$ cat config.mk
export PLATFORM = sky130hd
export DESIGN_NAME = gpm_pin_mux
export DESIGN_NICKNAME = d
export VERILOG_FILES = /design/src/gpm_pkg.sv /design/src/gpm_pin_decode.sv /design/src/gpm_pin_mux.sv
export SDC_FILE = /design/constraint.sdc
export NUM_CORES = 1
export LEC_CHECK = 0
export BUFFER_PORTS_ARGS = -buffer_cell sky130_fd_sc_hd__buf_4
export CAP_MARGIN = 20
export CORE_MARGIN = 5
export CORE_UTILIZATION = 35
export DETAILED_ROUTE_END_ITERATION = 6
export PLACE_DENSITY = 0.61
export SLEW_MARGIN = 5
export SYNTH_ARGS = -nofsm -noshare
export SYNTH_HDL_FRONTEND = slang
export SYNTH_HIERARCHICAL = 1
export SYNTH_SLANG_ARGS = --single-unit
$ cat constraint.sdc
create_clock -name clk -period 1.9 [get_ports clk]
set_input_delay 0 -clock clk [delete_from_list [all_inputs] [get_ports clk]]
set_output_delay 0 -clock clk [all_outputs]
set_load 0.005 [all_outputs]
$ cat src/gpm_pkg.sv
/*
  Package for the low pin function mux: register offsets, field positions, reset values,
  function select codes.
  Assumes a 16-bit register port addressed by byte offset.
*/
package gpm_pkg;
  localparam logic [5:0] ADDR_FUNC_SEL = 6'h00;
  localparam logic [5:0] ADDR_DRIVE_EN = 6'h04;
  localparam logic [5:0] ADDR_OUT_VALUE = 6'h14;
  localparam logic [15:0] FUNC_SEL_RESET = 16'h0000;
  localparam logic [15:0] DRIVE_EN_RESET = 16'h0000;
  localparam logic [7:0] OUT_VALUE_RESET = 8'h00;
  localparam int PIN3_LSB = 6;
  localparam int PIN2_LSB = 4;
  localparam int PIN1_LSB = 2;
  localparam int PIN0_LSB = 0;
  localparam int PORT_PINS = 8;
  localparam int LOW_PINS = 4;
  typedef enum logic [1:0] {
    CODE_A = 2'b00,
    CODE_SEQ_TRIGGER = 2'b01,
    CODE_SYNC = 2'b10,
    CODE_D = 2'b11
  } gpm_code_type;
  // what a low pin carries out once its select code is decoded
  typedef enum logic [2:0] {
    SRC_GPIO = 3'b000,
    SRC_TRIGGER_IN = 3'b001,
    SRC_SYNC = 3'b010,
    SRC_IRQ0 = 3'b011,
    SRC_POR = 3'b100,
    SRC_EXTERNAL_CLOCK_INPUT_IN = 3'b101,
    SRC_SLEEP = 3'b110
  } gpm_source_type;
endpackage

$ cat src/gpm_pin_decode.sv
/*
  Decoder from a pin index and its 2-bit select code to the source on that pin.
  Assumes the caller passes a constant pin index from 0 to 3.
*/
`timescale 1ns/10ps
`default_nettype none
module gpm_pin_decode #(
  parameter int PIN = 0
) (
  // selector
  input wire logic [1:0] code,
  // decoded source
  output var gpm_pkg::gpm_source_type source
);
  always_comb begin
    source = gpm_pkg::SRC_GPIO;
    if (code == gpm_pkg::CODE_SEQ_TRIGGER) begin
      source = gpm_pkg::SRC_TRIGGER_IN;
    end else if (code == gpm_pkg::CODE_SYNC) begin
      source = gpm_pkg::SRC_SYNC;
    end else if (code == gpm_pkg::CODE_A) begin
      if (PIN == 0) begin
        source = gpm_pkg::SRC_IRQ0;
      end else if (PIN == 2) begin
        source = gpm_pkg::SRC_POR;
      end else begin
        source = gpm_pkg::SRC_GPIO;
      end
    end else begin
      if (PIN == 0) begin
        source = gpm_pkg::SRC_GPIO;
      end else if (PIN == 1) begin
        source = gpm_pkg::SRC_SLEEP;
      end else if (PIN == 2) begin
        source = gpm_pkg::SRC_EXTERNAL_CLOCK_INPUT_IN;
      end else begin
        source = gpm_pkg::SRC_IRQ0;
      end
    end
  end
endmodule
`default_nettype wire

$ cat src/gpm_pin_mux.sv
/*
  Pin function mux for the eight-pin port: function select for pins 0 to 3, per-pin drive
  enable, output value, and pin output muxing.
  Assumes a synchronous register port with read data one cycle after the read strobe, and
  pin inputs synchronous to clk.
*/
// Behaviour
// - pin 3 select bits 7:6: gpio, trigger 3, sync 3, interrupt 0
// - pin 2 select bits 5:4: por out, trigger 2, sync 2, external clock in
// - pin 1 select bits 3:2: gpio, trigger 1, sync 1, sleep flag
// - pin 0 select bits 1:0: interrupt 0, trigger 0, sync 0, gpio
// - pin 1 in sleep mode drives high while the device hibernates
// - drive enable bits 7:0 gate each pin's driver except on interrupt, por and sleep outputs and trigger and clock inputs, all off at reset
// - an enabled gpio pin shows its output value bit
// - sync output reaches a pin only with drive enabled and sync selected
// - interrupt pin high while interrupt is pending, low once cleared
`timescale 1ns/10ps
`default_nettype none
module gpm_pin_mux (
  // clock and reset
  input wire logic clk,
  input wire logic rstn,
  // register port
  input wire logic [5:0] regAddr,
  input wire logic [15:0] regWdata,
  input wire logic regWrite,
  input wire logic regRead,
  output logic [15:0] regRdata,
  // device events
  input wire logic [7:0] sequencerSyncOutputs,
  input wire logic interrupt0,
  input wire logic porIndication,
  input wire logic hibernate,
  // pins
  input wire logic [7:0] pinIn,
  output logic [7:0] pinOut,
  output logic [7:0] pinOen,
  // decoded inputs
  output logic [3:0] sequenceTrigger,
  output logic externalClockInput
);
  logic [15:0] portPinFunctionSelect;
  logic [7:0] pinDriveEnableBits;
  logic [7:0] portOutputValue;
  logic [15:0] next_portPinFunctionSelect;
  logic [7:0] next_pinDriveEnableBits;
  logic [7:0] next_portOutputValue;
  logic [15:0] next_regRdata;
  logic [7:0] next_pinOut;
  logic [7:0] next_pinOen;
  logic [3:0] next_sequenceTrigger;
  logic next_externalClockInput;
  gpm_pkg::gpm_source_type pinSource [gpm_pkg::LOW_PINS];

  // ------------------------------------------------------------
  // registers
  // ------------------------------------------------------------
  always_comb begin
    next_portPinFunctionSelect = portPinFunctionSelect;
    next_pinDriveEnableBits = pinDriveEnableBits;
    next_portOutputValue = portOutputValue;
    next_regRdata = 16'h0000;
    if (regWrite) begin
      if (regAddr == gpm_pkg::ADDR_FUNC_SEL) begin
        next_portPinFunctionSelect = regWdata;
      end else if (regAddr == gpm_pkg::ADDR_DRIVE_EN) begin
        next_pinDriveEnableBits = regWdata[7:0];
      end else if (regAddr == gpm_pkg::ADDR_OUT_VALUE) begin
        next_portOutputValue = regWdata[7:0];
      end
    end
    if (regRead) begin
      if (regAddr == gpm_pkg::ADDR_FUNC_SEL) begin
        next_regRdata = portPinFunctionSelect;
      end else if (regAddr == gpm_pkg::ADDR_DRIVE_EN) begin
        next_regRdata = {8'h00, pinDriveEnableBits};
      end else if (regAddr == gpm_pkg::ADDR_OUT_VALUE) begin
        next_regRdata = {8'h00, portOutputValue};
      end
    end
  end

  always_ff @(posedge clk) begin
    if (!rstn) begin
      portPinFunctionSelect <= gpm_pkg::FUNC_SEL_RESET;
      pinDriveEnableBits <= gpm_pkg::DRIVE_EN_RESET[7:0];
      portOutputValue <= gpm_pkg::OUT_VALUE_RESET;
      regRdata <= 16'h0000;
    end else begin
      portPinFunctionSelect <= next_portPinFunctionSelect;
      pinDriveEnableBits <= next_pinDriveEnableBits;
      portOutputValue <= next_portOutputValue;
      regRdata <= next_regRdata;
    end
  end

  // ------------------------------------------------------------
  // pin muxing
  // ------------------------------------------------------------
  genvar gi;
  generate
    for (gi = 0; gi < gpm_pkg::LOW_PINS; gi++) begin : gLow
      gpm_pin_decode #(
        .PIN(gi)
      ) uDecode (
        .code(portPinFunctionSelect[2*gi+1:2*gi]),
        .source(pinSource[gi])
      );
    end
  endgenerate

  // pins 4 to 7 have no selector here and stay plain gpio
  always_comb begin
    next_pinOut = portOutputValue;
    next_pinOen = ~pinDriveEnableBits;
    next_sequenceTrigger = 4'h0;
    next_externalClockInput = 1'b0;
    for (int i = 0; i < gpm_pkg::LOW_PINS; i++) begin
      case (pinSource[i])
        gpm_pkg::SRC_SYNC: begin
          next_pinOut[i] = sequencerSyncOutputs[i];
        end
        gpm_pkg::SRC_IRQ0: begin
          next_pinOut[i] = interrupt0;
          next_pinOen[i] = 1'b0;
        end
        gpm_pkg::SRC_POR: begin
          next_pinOut[i] = porIndication;
          next_pinOen[i] = 1'b0;
        end
        gpm_pkg::SRC_SLEEP: begin
          next_pinOut[i] = hibernate;
          next_pinOen[i] = 1'b0;
        end
        gpm_pkg::SRC_TRIGGER_IN: begin
          next_sequenceTrigger[i] = pinIn[i];
          next_pinOen[i] = 1'b1;
        end
        gpm_pkg::SRC_EXTERNAL_CLOCK_INPUT_IN: begin
          next_externalClockInput = pinIn[i];
          next_pinOen[i] = 1'b1;
        end
        default: begin
          next_pinOut[i] = portOutputValue[i];
        end
      endcase
    end
  end

  // registered so every pin output comes from a flop; one cycle of latency
  always_ff @(posedge clk) begin
    if (!rstn) begin
      pinOut <= 8'h00;
      pinOen <= 8'hFF;
      sequenceTrigger <= 4'h0;
      externalClockInput <= 1'b0;
    end else begin
      pinOut <= next_pinOut;
      pinOen <= next_pinOen;
      sequenceTrigger <= next_sequenceTrigger;
      externalClockInput <= next_externalClockInput;
    end
  end
endmodule
`default_nettype wire

==> flow_summary.yaml, run 1 <==
yosys:
  yosysSeqAreaShare_pct: 48.9
  syn-num-nets: 358
  yosysWarnings: 6
  synth_edf_count: 0
  synth.top_cell.area_share_pct: 48.9
  synthFlopType: "dfxtp_1"
  yosys.cell_types.count: 44
  synth.avg_cell_area_um2: 9.11
  ys_top_cells_by_area: "dfxtp_1 49%, nand2_1 6.2%, mux2_2 4.0%"
  ys_top_cells_by_count: "69 x dfxtp_1, 47 x nand2_1, 21 x o21ai_0, 19 x nand3_1, 18 x clkbuf_1"
  syn_area_um2: 2820
  synthCells: 310
  synth_largest_area_cell: "dfxtp_1"
  synth_most_common_cell: "dfxtp_1"
  postSynth.asyncResetShare_pct: 0
  ys_seq_elements: 69
critical_path:
  startpoint_type: "register"
  r2r_slack_ps: 160
  reg2reg_depth: 6
  crit_path_max_fanout: 5
  required_ps: 2140
  arrival_ps: 1990
  cp-end-kind: "register"
  crit_chain: "inv_1, ha_1, or2_1, or4b_2, o211ai_1, a21oi_1"
  worstSetupPathType: "register to register"
  slowest_delay_ps: 600
  critical_path.slowest_cell: "or4b_2"
die:
  core_um2: 7810
  die_h_um: 99.8
  die_w_um: 99.8
  die_area_um2: 9970
  pin_count: 82
  std_cell_rows: 32
  floorplan.initialDensity_pct: 36.2
route:
  viasPerCell: 4.69
  firstDrtPassIters: 4
  totalWireLength_um: 6810
  antenna_left: 0
  drc: 0
  num_vias: 2375
  drtIter0Drc: 97
  wire_per_inst_um: 13.5
clocking:
  clkLatencyLatePin_ps: 350
  root_buffer: "clkbuf_8"
  clock-sinks: 69
  clk_pin_slew_ps: 80
  holdBufCountCts: 22
  htree_levels: 3
  cts_tree: "done"
  cts_setup_buffers: 0
  numCtsBuffers: 9
  cts_resized: 0
  clk_path_buf_depth: 2
placed_design:
  dp.final_hpwl_um: 4700
  place_ws_ps: 137
  io_buffers: 73
  gp_congestion: 0.817
cells_and_area:
  seqCellArea_um2: 1380
  syn_to_final_growth_pct: 36.6
  antenna_cells: 0
  nets: 448
  multiInputGateArea_um2: 1300
  fillCellCount: 759
  drive_above_1_share_pct: 28.0
timing:
  holdWs_ps: 21.4
  slew-limit-headroom_pct: 61.1
  fin_ws_ps: 155
  period_minus_slack_ps: 1740
  fin_skew_ps: 7.79
  rsz0062_at_grt: "no"
  min_period_over_period_pct: 91.8
  slew_violations: 0
  setup_viol: 0
  hold_viol: 0
  fin_setup_tns_ps: 0
  fmax_mhz: 573
  tightest_slew_ps: 578
grt:
  grt_pass1_wl_um: 11000
  grt_pass1_vias: 2265
  grt_use_total_pct: 14.4
  antenna_found_initial: 0
  grt-ovfl-total: 0
  grt_max_degree: 45
pwr:
  p_leak_nw: 1.53
  p_per_area_nw_per_um2: 729
  vdd_drop_max_v: 0.000357
job:
  maxCapViolCount: 0
hold_path:
  hold_path_class: "input port to register"
  min_path_cells: 3
run_status:
  status: "completed"
==> power breakdown <==
part / switching, W / total (W) / internal (W)
combinational: 0.0000887 / 0.000204 / 0.000116
sequential: 0.00000402 / 0.00146 / 0.00146
clock: 0.000550 / 0.00115 / 0.000597
==> per-layer routing <==
metal	vias up	GRT usage (%)	wire length (um)
li1	1240	-	-
met1	1061	17.6	3140
met2	60	23.1	3150
met3	14	5.00	384
met4	0	5.67	133
met5	-	0	0
==> worst paths after layout <==
path                             endpoint                     start
worst min-delay path            pinOut[1]   sequencerSyncOutputs[1]
worst max register to register  pinOut[2]  portPinFunctionSelect[5]
worst min register to register  pinOen[6]     pinDriveEnableBits[6]
worst max-delay path            pinOut[2]  portPinFunctionSelect[5]
==> cell type report <==
type                       instances  share of cell area (%)
tap                              102                    3.31
inverter                           6                   0.584
multi-input combinational        210                    33.7
timing repair buffer             104                    21.7
sequential                        69                    35.8
clock buffer                       9                    3.21
clock inverter                     6                    1.65
==> state kept, by name, summed over array words and instances, names as in the netlist <==
name	cells
portPinFunctionSelect	16
regRdata	16
pinDriveEnableBits	8
pinOen	8
pinOut	8
portOutputValue	8
sequenceTrigger	4
externalClockInput	1
==> cell usage in the layout (no fill, tap or decap), drive strengths merged, types with 3 or more instances in the layout <==
cell type	count
buf	82
dfxtp	69
nand2	47
o21ai	23
dlygate4sd3	22
nand3	19
and2	14
nor2	12
nor2b	11
mux2	10
a21boi	9
clkbuf	9
mux2i	8
a22oi	8
inv	7
o211ai	6
a21oi	5
nand2b	4
xor2	4
nor3	4
ha	3
==> metrics by stage <==
stage	area, um2	std cells	total power, W	util (%)
floorplan	2820	310	0.00157	-
global placement	3450	469	0.00166	44.2
finish	3860	506	0.00281	49.4
global route	3860	506	0.00293	49.4
detailed placement	3450	469	0.00166	44.2
CTS	3860	506	0.00285	49.4
==> cell families after synthesis <==
group,Yosys count,share of synthesized area (%)
adder cells (fa/ha/maj),3,1.33
XOR/XNOR,4,1.24
AND/OR/NAND/NOR,126,23.7
AO/OA/AOI/OAI,57,12.8
multiplexers,18,6.82
other,2,0.266
flip-flops,69,48.9
buffers and inverters,31,5.01
==> worst max-delay path: cells and delay by family (launching register included) <==
kind / cells / cell delay, ps
flip-flops: 1 / 410
AND/OR/NAND/NOR: 2 / 810
AO/OA/AOI/OAI: 2 / 180
buffers and inverters: 1 / 60
adder cells (fa/ha/maj): 1 / 170
Power figures use the tool's default switching activity.
==> inputs of run 2 (changes only) <==
Settings changed: CORE_UTILIZATION 35 to 46, CTS_BUF_LIST set to sky130_fd_sc_hd__clkbuf_16, MAX_ROUTING_LAYER set to met4, PLACE_DENSITY 0.61 to 0.76.
==> flow_summary.yaml, run 2 (synthesis results as in run 1) <==
clocking:
  clk_path_buf_depth: 2
  clock-sinks: 69
  clkLatencyLatePin_ps: 330
  numCtsBuffers: 9
  cts_tree: "done"
  cts_resized: 0
  htree_levels: 3
  clk_pin_slew_ps: 60
  root_buffer: "clkbuf_16"
critical_path:
  crit_chain: "inv_1, ha_1, or2_1, or4b_2, o211ai_1, a21oi_1"
  r2r-end: "pinOut[2]"
  crit_path_max_fanout: 5
  worstSetupPathType: "register to register"
  crit_buf_inv: 1
  required_ps: 2120
  critical_path.slowest_cell: "or4b_2"
  r2r_slack_ps: 170
  arrival_ps: 1950
  slowest_delay_ps: 610
  cp.depth: 6
  crit_family: "simple AND/OR/NAND/NOR gates"
  reg2reg_from: "portPinFunctionSelect[5]"
  cp-end-kind: "register"
  reg2reg_depth: 6
  startpoint_type: "register"
route:
  drtIter0Drc: 143
  drc: 0
  wire_per_inst_um: 14.7
  antenna_left: 0
  num_vias: 2476
  dr_wl_met3_um: 451
  dr_wl_met2_um: 3360
  totalWireLength_um: 7030
  viasPerCell: 5.18
  firstDrtPassIters: 4
  drt-met1-wl_um: 3100
  highest-signal-layer: "met4"
die:
  core_um2: 5960
  die_w_um: 88.4
  die_h_um: 88.4
  pin_count: 82
  std_cell_rows: 28
  floorplan.initialDensity_pct: 47.4
  die_area_um2: 7810
timing:
  slew-limit-headroom_pct: 62.3
  hold_viol: 0
  period_minus_slack_ps: 1730
  min_period_over_period_pct: 91.1
  fin_setup_tns_ps: 0
  slew_violations: 0
  fmax_mhz: 578
  tightest_slew_ps: 564
  rsz0062_at_grt: "no"
  setup_viol: 0
  fin_skew_ps: 5.80
pwr:
  p_leak_nw: 1.58
  vdd_drop_max_v: 0.000602
  p_per_area_nw_per_um2: 841
grt:
  grt_pass1_vias: 2405
  grt_max_degree: 44
  grt-ovfl-total: 0
  grt_use_total_pct: 20.1
  grt_pass1_wl_um: 11600
  antenna_found_initial: 0
cells_and_area:
  layout_common_cells: "81 x buf_4, 69 x dfxtp_1, 47 x nand2_1"
  nets: 446
  drive_above_1_share_pct: 27.5
  antenna_cells: 0
  syn_to_final_growth_pct: 38.4
  fin_area_um2: 3910
  final_common_cell: "buf_4"
  reg_top3: "portPinFunctionSelect: 16 flops, regRdata: 16 flops"
hold_path:
  min_from: "interrupt0"
  hold-path-endpoint: "pinOut[3]"
  min_path_cells: 3
  hold_path_class: "input port to register"
placed_design:
  io_buffers: 73
  gp_congestion: 0.851
  dp.final_hpwl_um: 4530
  postPlaceCellArea_um2: 3410
run_status:
  status: "completed"
job:
  maxCapViolCount: 0
## run 2: changes by cell type in the layout (fill, tap and decap cells not counted)
cell,change
buf_4,-1
clkbuf_16,+9
clkbuf_8,-9
clkinv_1,+2
clkinv_4,+1
clkinvlp_4,-2
dlygate4sd3_1,-1
## run 2: what timing repair did
action                                 in CTS  in global routing
endpoints found under the hold margin      39                  0
hold buffers                               21                  0
buffers inserted                            0                  0
## run 2: layout make-up
class,instances,area (um2)
sequential,69,1380
fill,492,2050
tap,75,93.8
timing repair buffer,102,818
clock inverter,7,65.1
inverter,6,22.5
multi-input combinational,210,1300
clock buffer,9,225
## run 2: metal layers
layer / track usage, % / vias to the layer above
met4: 8.65 / 0
met2: 31.3 / 87
met5: - / -
met1: 25.0 / 1143
li1: - / 1236
met3: 4.75 / 10
## run 2: report_power, final
group	internal, W	switching [W]	total (W)
registers	0.00146	0.00000444	0.00146
clock network	0.00101	0.000613	0.00162
logic	0.000114	0.0000904	0.000205
## run 2: tightest hold or removal path, delay by kind of cell
kind                   cells  cell delay, ps
AO/OA/AOI/OAI              2             200
buffers and inverters      1             100
## run 2: through the flow
stage / instances / hold WS, ps / total power, W / utilization [%] / setup WS (ps)
finish: 478 / 15.0 / 0.00329 / 65.6 / 169
global route: 478 / 30.0 / 0.00340 / 65.6 / 53.1
CTS: 478 / 7.30 / 0.00330 / 65.6 / 165
detailed placement: 441 / 223 / 0.00166 / 57.2 / 171
global placement: 441 / 219 / 0.00166 / 57.2 / 216
floorplan: 310 / 127 / 0.00157 / - / 125
## run 2: worst max path at each step
stage                                         from        end  slack [ps]
after floorplan           portPinFunctionSelect[4]  pinOut[2]         120
after global placement    portPinFunctionSelect[5]  pinOut[2]         220
after detailed placement  portPinFunctionSelect[5]  pinOut[2]         170
after CTS                 portPinFunctionSelect[5]  pinOut[2]         160
after global routing      portPinFunctionSelect[5]  pinOut[2]          50
final                     portPinFunctionSelect[5]  pinOut[2]         170
